## src/rtl/fpm_pkg.sv

```systemverilog
package fpm_pkg;

  // ************************************************************
  // Key codes
  // ************************************************************
  localparam logic [7:0] FPM_KEY_DOWNLOAD = 8'hA5;
  localparam logic [7:0] FPM_KEY_PROGRAM  = 8'h5A;
  localparam logic [7:0] FPM_KEY_RESET    = 8'h00;

  // ************************************************************
  // Array layout
  // ************************************************************
  localparam int          FPM_ADDR_W      = 17;
  localparam logic [16:0] FPM_BOOT_SPAN   = 17'h02000;
  localparam logic        FPM_SEL_USER    = 1'b0;
  localparam logic        FPM_SEL_RESET   = 1'b0;

  // ************************************************************
  // Reset hold time
  // ************************************************************
  localparam int FPM_CLK_MHZ          = 250;
  localparam int FPM_RESET_HOLD_US    = 100;
  localparam int FPM_RESET_HOLD_CYC   = FPM_RESET_HOLD_US * FPM_CLK_MHZ;

  // ************************************************************
  // Result codes
  // ************************************************************
  localparam logic [1:0] FPM_RES_OK       = 2'h0;
  localparam logic [1:0] FPM_RES_PROTECT  = 2'h1;
  localparam logic [1:0] FPM_RES_ERROR    = 2'h2;

  // ************************************************************
  // Bundles
  // ************************************************************
  typedef struct packed {
    logic irq;
    logic nmi;
    logic flash_read;
    logic sleep;
  } fpm_event_t;

  typedef struct packed {
    logic                  valid;
    logic [FPM_ADDR_W-1:0] addr;
  } fpm_access_t;

endpackage

```

## src/rtl/fpm_flash_protect.sv

```systemverilog
`timescale 1ns/1ps
module fpm_flash_protect (
  // Clock and reset
  input  wire logic                        clk,
  input  wire logic                        resetn,
  // Software control and hardware protect input
  input  wire logic                        key_wr,
  input  wire logic [7:0]                  key_wdata,
  input  wire logic                        download_req_wr,
  input  wire logic                        download_req_wdata,
  input  wire logic                        select_wr,
  input  wire logic                        select_wdata,
  input  wire logic                        hw_protect,
  // Operation requests
  input  wire logic                        download_start,
  input  wire logic                        op_start,
  input  wire logic                        op_done,
  // Events during operation
  input  wire fpm_pkg::fpm_event_t         events,
  input  wire fpm_pkg::fpm_access_t        access,
  // Status
  output logic [7:0]                       flash_key_reg,
  output logic                             download_request_bit,
  output logic                             array_select_reg,
  output logic                             flash_error_flag,
  output logic                             download_grant,
  output logic                             op_active,
  output logic                             op_abort,
  output logic [1:0]                       op_result_param,
  output logic                             boot_array_sel,
  output logic                             user_array_sel,
  output logic                             access_undefined
);
  import fpm_pkg::*;

  typedef enum logic [1:0] {FPM_IDLE, FPM_BUSY, FPM_ERROR} fpm_state_t;

  fpm_state_t state;
  fpm_state_t next_state;
  logic       error_event;
  logic       program_allowed;
  logic       download_allowed;
  logic       op_accept;
  logic       op_refuse;

  // ************************************************************
  // Decode helpers
  // ************************************************************
  function automatic logic user_selected(input logic sel);
    return sel == FPM_SEL_USER;
  endfunction

  function automatic logic key_matches(input logic [7:0] key, input logic [7:0] code);
    return key == code;
  endfunction

  // ************************************************************
  // Permission decode
  // ************************************************************
  assign download_allowed = download_request_bit &&
                            key_matches(flash_key_reg, FPM_KEY_DOWNLOAD);
  assign program_allowed  = !hw_protect &&
                            key_matches(flash_key_reg, FPM_KEY_PROGRAM) &&
                            user_selected(array_select_reg) &&
                            !flash_error_flag;
  assign op_accept        = (state == FPM_IDLE) && op_start && program_allowed;
  assign op_refuse        = (state == FPM_IDLE) && op_start && !program_allowed;
  assign error_event = (state == FPM_BUSY) &&
                       (events.irq || events.nmi ||
                        events.flash_read || access.valid ||
                        events.sleep);

  // ************************************************************
  // Software registers
  // ************************************************************
  always_ff @(posedge clk or negedge resetn) begin
    if (!resetn) begin
      flash_key_reg        <= FPM_KEY_RESET;
      download_request_bit <= 1'b0;
      array_select_reg     <= FPM_SEL_RESET;
    end else begin
      if (key_wr) begin
        flash_key_reg <= key_wdata;
      end
      if (download_req_wr) begin
        download_request_bit <= download_req_wdata;
      end
      if (select_wr) begin
        array_select_reg <= select_wdata;
      end
    end
  end

  // ************************************************************
  // Operation and error protection
  // ************************************************************
  always_comb begin
    next_state = state;
    case (state)
      FPM_IDLE: begin
        if (op_accept) begin
          next_state = FPM_BUSY;
        end
      end
      FPM_BUSY: begin
        if (error_event) begin
          next_state = FPM_ERROR;
        end else if (op_done) begin
          next_state = FPM_IDLE;
        end
      end
      FPM_ERROR: begin
        next_state = FPM_ERROR;
      end
      default: begin
        next_state = FPM_ERROR;
      end
    endcase
  end

  // State register
  always_ff @(posedge clk or negedge resetn) begin
    if (!resetn) begin
      state <= FPM_IDLE;
    end else begin
      state <= next_state;
    end
  end

  // Sticky error flag
  always_ff @(posedge clk or negedge resetn) begin
    if (!resetn) begin
      flash_error_flag <= 1'b0;
    end else if (error_event) begin
      flash_error_flag <= 1'b1;
    end
  end

  // Operation running
  always_ff @(posedge clk or negedge resetn) begin
    if (!resetn) begin
      op_active <= 1'b0;
    end else if (op_accept) begin
      op_active <= 1'b1;
    end else if (error_event || ((state == FPM_BUSY) && op_done)) begin
      op_active <= 1'b0;
    end
  end

  // Abort pulse
  always_ff @(posedge clk or negedge resetn) begin
    if (!resetn) begin
      op_abort <= 1'b0;
    end else begin
      op_abort <= error_event;
    end
  end

  // Result code
  always_ff @(posedge clk or negedge resetn) begin
    if (!resetn) begin
      op_result_param <= FPM_RES_OK;
    end else if (op_accept) begin
      op_result_param <= FPM_RES_OK;
    end else if (op_refuse) begin
      op_result_param <= FPM_RES_PROTECT;
    end else if (error_event) begin
      op_result_param <= FPM_RES_ERROR;
    end else if ((state == FPM_ERROR) && op_start) begin
      op_result_param <= FPM_RES_ERROR;
    end
  end

  // Download grant pulse
  always_ff @(posedge clk or negedge resetn) begin
    if (!resetn) begin
      download_grant <= 1'b0;
    end else begin
      download_grant <= download_start && download_allowed && !flash_error_flag;
    end
  end

  // ************************************************************
  // Array decode on every valid access
  // ************************************************************
  always_ff @(posedge clk or negedge resetn) begin
    if (!resetn) begin
      boot_array_sel   <= 1'b0;
      user_array_sel   <= 1'b0;
      access_undefined <= 1'b0;
    end else begin
      boot_array_sel   <= access.valid && !user_selected(array_select_reg);
      user_array_sel   <= access.valid && user_selected(array_select_reg);
      access_undefined <= access.valid && !user_selected(array_select_reg) &&
                          (access.addr >= FPM_BOOT_SPAN);
    end
  end

endmodule

```

## config.mk

```make
export PLATFORM = sky130hd
export DESIGN_NAME = fpm_flash_protect
export DESIGN_NICKNAME = d
export VERILOG_FILES = /design/src/rtl/fpm_pkg.sv /design/src/rtl/fpm_flash_protect.sv
export SDC_FILE = /design/constraint.sdc
export NUM_CORES = 1
export LEC_CHECK = 0
export CAP_MARGIN = 40
export CORE_MARGIN = 5
export CORE_UTILIZATION = 58
export DETAILED_ROUTE_END_ITERATION = 6
export DONT_BUFFER_PORTS = 1
export GPL_ROUTABILITY_DRIVEN = 0
export GPL_TIMING_DRIVEN = 0
export PLACE_DENSITY = 0.72
export RECOVER_POWER = 50
export SLEW_MARGIN = 20
export SYNTH_ARGS = -nofsm -noshare
export SYNTH_HDL_FRONTEND = slang
export SYNTH_SLANG_ARGS = --single-unit
```

## constraint.sdc

```tcl
create_clock -name clk -period 1.45 [get_ports clk]
set_input_delay 0.29 -clock clk [delete_from_list [all_inputs] [get_ports clk]]
set_output_delay 0.29 -clock clk [all_outputs]
set_load 0.03 [all_outputs]
```

**Yosys cells after proc, flatten, opt, wreduce, memory -nomap -nowiden**

Cells that the tools add are included.

- Flip-flop bits (word level): 21
- Input bits: 41
- Output and inout port bits: 19
- Word-level logic and storage cells: 57

- Magnitude comparators: 1
- Equality and inequality tests: 6
- Mux-type cells: 10
- Bitwise logic cells: 1
- Reduce and logical (&&, ||, !) cells: 27

Operators with widths:

| cell | count |
|---|---|
| $ge A17 B14 Y1 const B | 1 |
| $logic_and A1 B1 Y1 | 15 |
| $mux W2 | 7 |
| $eq A8 B7 Y1 const B | 1 |
| $eq A8 B8 Y1 const B | 1 |
| $logic_or A1 B1 Y1 | 5 |
| $pmux W2 S2 | 1 |
| $reduce_bool A4 Y1 | 1 |
| $logic_not A1 Y1 | 3 |
| $ne A3 B3 Y1 const B | 1 |
| $eq A2 B1 Y1 const B | 1 |
| $eq A2 B2 Y1 const B | 1 |
| $logic_not A2 Y1 | 1 |
| $mux W1 | 2 |
| $ne A2 B2 Y1 const B | 1 |
| $reduce_and A2 Y1 | 1 |
| $reduce_bool A2 Y1 | 1 |
| $not A1 Y1 | 1 |

**Longest topological paths before layout**

Gate-level depths: netlist of run 1.

- Depth in word-level cells: 8
- Depth in mapped cells: 3

**Worst setup path before layout of run 1**

Ideal clock, no wire load.

- Path kind: register -> register
- From: register flash_key_reg[3]
- To: register download_grant
- Setup time: 96 ps
- Arrival: 1235 ps
- Data required time: 1354 ps
- Slack: 119 ps
- Cell stages (with the launch flop): 3
- Path buffers: 0
- Clock period less this slack: 1331 ps
- Path through: dfrtp_1 or4b_1 nor4_2

- Longest elaborated chain between the ends: 4

Ends and longest elaborated chain:

| element | line | source |
|---|---|---|
| start, declared | fpm_flash_protect.sv:22 | `output logic [7:0] flash_key_reg,` |
| start signal, assigned | fpm_flash_protect.sv:83 | `flash_key_reg <= key_wdata;` |
| $eq A8 B8 Y1 | fpm_flash_protect.sv:54 | `return key == code;` |
| $logic_and A1 B1 Y1 | fpm_flash_protect.sv:60 | `assign download_allowed = download_request_bit &&` |
| $logic_and A1 B1 Y1 (2 in series) | fpm_flash_protect.sv:179 | `download_grant <= download_start && download_allowed && !flash_error_flag;` |
| end signal, assigned | fpm_flash_protect.sv:179 |  |
| end, declared | fpm_flash_protect.sv:26 | `output logic download_grant,` |

No other way between the ends.
A chain may end at the register's enable or synchronous reset.

**Worst setup path in the final report of run 1**

- From: register flash_error_flag
- To: register download_grant

- Longest elaborated chain between the ends: 2

Ends and longest elaborated chain:

| element | line | source |
|---|---|---|
| start, declared | fpm_flash_protect.sv:25 | `output logic flash_error_flag,` |
| start signal, assigned | fpm_flash_protect.sv:133 | `flash_error_flag <= 1'b0;` |
| start signal, assigned | fpm_flash_protect.sv:135 | `flash_error_flag <= 1'b1;` |
| $logic_not A1 Y1 | fpm_flash_protect.sv:179 |  |
| $logic_and A1 B1 Y1 | fpm_flash_protect.sv:179 |  |

No other way between the ends.

==> impl_metrics.tcl, run 1 <==
set metrics [dict create \
    cts_tree "yes" \
    avgSynthCellArea_um2 13.42 \
    drive_above_1_share 0.2535 \
    status "finished, final reports clean" \
    synth_nets 106 \
    synth_cell_types 26 \
    clock_latency_ps 300 \
    seq_area_frac_synth 0.6026 \
    clk_pin_slew_worst_paths_ps 110 \
    reg2reg_slack_ps 70 \
    grt_max_degree 22 \
    rsz0062_at_grt "false" \
    worstHoldStart "download_start" \
    cp-end-kind "register" \
    p_per_area_nw_per_um2 1127 \
    postRouteAntennaNets 0 \
    yosys_warnings 0 \
    clk_path_buf_depth 2 \
    nFillCells 121 \
    synth_edf_count 0 \
    period_share 0.9483 \
    numClockSinks 21 \
    skew_ps 4.406 \
    wire_per_inst_um 17.95 \
    num_vias 540 \
    initial_utilization 0.5927 \
    r2r_end "download_grant" \
    hold_violations 0 \
    die_x_um 48.78 \
    post_cts_buffers 0 \
    final_max_slew_viol_count 0 \
    largest_reg_flops 8 \
    totalWireLength_um 1562 \
    fin_crit_ps 1375 \
    dr.pass1.iters 2 \
    syn_area_um2 872.1 \
    fp.coreArea_um2 1471 \
    cp-start-kind "register" \
    ys.flop_type "dfrtp_1" \
    cts-buffers-inserted 3 \
    die_y_um 48.78 \
    worstPathMaxFanout 4 \
    cts_root_buf "clkbuf_4" \
    synth_seq_cells 21 \
    peakVddDrop_mv 0.8907 \
    post-dp-hpwl_um 1200 \
    fin_util 0.6514 \
    antenna_found_initial 0 \
    leakage_nw 0.3855 \
    r2r-start "flash_error_flag" \
    final_cell_mix "dfrtp_1 (18), mux2_2 (6), mux2_1 (4)" \
    max-slew-margin-rel 0.5705 \
    htreeDepth 1 \
    worst_slew_pin_slew_ps 643.2 \
    grt-ovfl-total 0 \
    r2r_cells 2 \
    diodes 0 \
    required_ps 1670 \
    finalSetupViolCount 0 \
    setup_tns_ps 0 \
    io_buffer_count 0 \
    groute.usage.overall 0.1285 \
    vias_per_cell 6.207 \
    cp_data_arrival_time_ps 1590 \
    fin_nets 113 \
    synth_cells 65 \
    final_common_cell "dfrtp_1" \
    whs_path_depth 2 \
    drt_iter0_markers 3 \
    ys_async_sr_fraction 1.000 \
    ioPinCount 60 \
    grt_pass1_wl_um 2373 \
    grt_pass1_vias 496 \
    die-area_um2 2379 \
    drc 0 \
    worstHoldEndpoint "download_grant" \
    fmax_mhz 727.3 \
    path_class "register to register" \
    hold_class "primary input to register" \
    rows 14 \
    cap_violations 0 \
    area_delta_synth_final_pct 9.900 \
]
## worst max path at each step
stage | slack [ps] | from | endpoint | cells after the start
floorplan | 120 | flash_key_reg[3] | download_grant | 2
global placement | 30 | flash_key_reg[3] | op_result_param[0] | 3
detailed placement | 30 | flash_key_reg[3] | op_result_param[0] | 3
CTS | 10 | flash_key_reg[3] | op_result_param[0] | 3
global route | 6 | flash_error_flag | download_grant | 2
finish | 70 | flash_error_flag | download_grant | 2
## timing repair
action / 4_1_cts / 5_1_grt
setup endpoints to repair: 0 / 4
resized for setup: 0 / 5
hold buffers: 1 / 0
endpoints found under the hold margin: 21 / 0
## cell families after synthesis
family	Yosys count	synth area share
AOI/OAI and AO/OA	7	0.05451
buffers and inverters	3	0.01434
DFF	21	0.6026
muxes	11	0.1406
and+or+nand+nor	23	0.1880
## where the power goes
part | leakage, nW | total, W | switching (W) | internal, W
Combinational | 0.124 | 0.0000754 | 0.0000314 | 0.0000440
Sequential | 0.244 | 0.000735 | 0.000113 | 0.000622
Clock | 0.0177 | 0.000270 | 0.000167 | 0.000103
## layout make-up
cell class / instances / area [um^2] / share of cell area
Sequential cell: 21 / 529.3 / 0.5522
Tap cell: 16 / 20.02 / 0.02089
Timing Repair Buffer: 2 / 22.52 / 0.02350
Buffer: 1 / 5.005 / 0.005222
Clock inverter: 1 / 5.005 / 0.005222
Clock buffer: 3 / 22.52 / 0.02350
Inverter: 2 / 7.507 / 0.007833
Multi-Input combinational cell: 41 / 346.6 / 0.3616
## synth_stat cells (all sizes together), types with 2 or more instances
cell | n | area [um^2]
dfrtp | 21 | 525.5
mux2 | 10 | 112.6
nand2 | 3 | 11.26
nand2b | 3 | 18.77
nor2 | 3 | 11.26
a21oi | 2 | 10.01
inv | 2 | 7.510
nand3 | 2 | 10.01
nor4 | 2 | 33.78
nor4bb | 2 | 20.02
o21ai | 2 | 10.00
or2 | 2 | 12.51
## routing by layer
layer | wire length, um | track usage | part of all wire
met1 | 617 | 0.1644 | 0.40
met2 | 699 | 0.1739 | 0.45
met3 | 220 | 0.06728 | 0.14
met4 | 24 | 0.06726 | 0.015
met5 | 0 | 0 | 0
## critical path, cell delays in order (launching register included)
cell and delay [ps]:
dfrtp_1 530, or4b_1 550, nor4_2 220
## per-stage QoR
stage	area [um^2]	std cells	hold WS (ps)	setup slack, ps	power (W)
floorplan	872.1	65	-5.591	118.9	0.0007860
CTS	929.6	86	104.3	12.67	0.001083
global route	958.4	87	100.1	5.786	0.001135
global placement	892.1	81	-5.111	29.49	0.0007998
detailed placement	892.1	81	-5.113	26.42	0.0008034
finish	958.4	87	113.5	74.96	0.001080
(Power assumes the default switching activity.)
==> run 2: changes to the inputs <==
- CORE_UTILIZATION: 58 -> 53
- PLACE_DENSITY: 0.72 -> 0.69
- clock period: 1.45 -> 1.2 ns (I/O delays scaled with it)
==> impl_metrics.tcl, run 2 (same netlist as run 1, synthesis figures left out) <==
set metrics [dict create \
    status "finished, violations left" \
    violations "setup timing" \
    nFillCells 131 \
    pre_cts_ws_ps -128.5 \
    wire_per_inst_um 20.56 \
    cts_tree "yes" \
    largest_reg_flops 8 \
    clock_latency_ps 290 \
    power_w 0.001321 \
    vias_per_cell 6.264 \
    fmax_mhz 761.5 \
    crit_family "simple AND/OR/NAND/NOR gates" \
    leakage_nw 0.3965 \
    cap_violations 0 \
    path_cells "or4b_4, nor4_4" \
    required_ps 1410 \
    path_buf_inv 0 \
    diodes 0 \
    drc 0 \
    groute.usage.overall 0.1468 \
    grt_max_degree 22 \
    cp_data_arrival_time_ps 1520 \
    cp-start-kind "register" \
    postRouteAntennaNets 0 \
    cts_root_buf "clkbuf_4" \
    met2_length_um 948 \
    htreeDepth 1 \
    finalSetupViolCount 3 \
    grt-ovfl-total 0 \
    final_cell_mix "dfrtp_1 (11), dfrtp_2 (10), mux2_2 (6)" \
    final_common_cell "dfrtp_1" \
    drive_above_1_share 0.3803 \
    top_layer "met3" \
    period_share 1.094 \
    antenna_found_initial 0 \
    die-area_um2 2557 \
    num_vias 545 \
    ioPinCount 60 \
    hold_ws_ps 66.61 \
    cp-end-kind "register" \
    die_y_um 50.57 \
    rsz0062_at_grt "true" \
    numClockSinks 21 \
    worst_slew_pin_slew_ps 409.2 \
    cp.depth 2 \
    post-dp-hpwl_um 1306 \
    route.met3.wl_um 213 \
    cpPeakStageDelay_ps 580 \
    area_delta_synth_final_pct 14.06 \
    met1_length_um 627 \
    fin_crit_ps 1313 \
    final.setup.worst_slack_ps -113.2 \
    peakVddDrop_mv 0.9481 \
    clk_pin_slew_worst_paths_ps 100 \
    max-slew-margin-rel 0.7272 \
    totalWireLength_um 1789 \
    p_per_area_nw_per_um2 1328 \
    die_x_um 50.57 \
    drt_iter0_markers 3 \
    final_max_slew_viol_count 0 \
    clk_path_buf_depth 2 \
    path_class "register to register" \
    cts-buffers-inserted 3 \
    initial_utilization 0.5657 \
    skew_ps 2.269 \
    hold_class "primary input to register" \
    cp_slowest_cell "or4b_4" \
    fin_nets 113 \
    io_buffer_count 0 \
    grt_pass1_wl_um 2835 \
    rows 14 \
    fp.coreArea_um2 1541 \
    dr.pass1.iters 3 \
    whs_path_depth 1 \
    hold_violations 0 \
    worstPathMaxFanout 4 \
    grt_pass1_vias 610 \
    r2r_cells 2 \
]
-- run 2: path summary, 6_finish.rpt --
kind	from	end	slack, ps
max	flash_key_reg[4]	download_grant	-110
min	access[16]	access_undefined	70
max reg2reg	flash_key_reg[4]	download_grant	-110
min reg2reg	state[1]	state[1]	590
max in group asynchronous	resetn	flash_key_reg[3]	310
min in group asynchronous	resetn	download_grant	210
-- run 2: cell type report --
| class | count | area [um^2] | share of cell area |
|---|---|---|---|
| buffer | 1 | 5.005 | 0.005031 |
| timing repair buffer | 2 | 15.01 | 0.01509 |
| tap | 16 | 20.02 | 0.02013 |
| sequential | 21 | 538.0 | 0.5409 |
| clock buffer | 4 | 26.28 | 0.02642 |
| multi-input combinational | 41 | 382.9 | 0.3849 |
| inverter | 2 | 7.507 | 0.007547 |
-- run 2: metal layers --
layer | vias up | GRT usage
met5 | - | 0
met4 | 0 | 0.03404
met3 | 0 | 0.09172
met2 | 29 | 0.2479
met1 | 267 | 0.1527
li1 | 249 | -
-- run 2: where the power goes --
group / internal, W / total (W) / leakage (nW) / switching (W)
registers: 0.000756 / 0.000904 / 0.238 / 0.000147
logic: 0.0000580 / 0.0000982 / 0.144 / 0.0000402
clock network: 0.000129 / 0.000319 / 0.0150 / 0.000189
-- run 2: metrics by stage --
step                instance area (um^2)  utilization  std cells  setup TNS (ps)
floorplan                          889.6            -         65          -21.08
global placement                   909.6       0.5901         81          -262.6
detailed placement                 909.6       0.5901         81          -324.6
CTS                                979.7       0.6356         86          -181.5
global route                       994.7       0.6453         87          -444.7
finish                             994.7       0.6453         87          -202.7
-- run 2: timing repair --
action | 4_1_cts | 5_1_grt
pin swaps | 0 | 1
setup buffers | 0 | 0
endpoints found under the setup margin | 4 | 4
gates resized for setup | 9 | 2
hold buffers | 1 | 0
endpoints found under the hold margin | 21 | 0
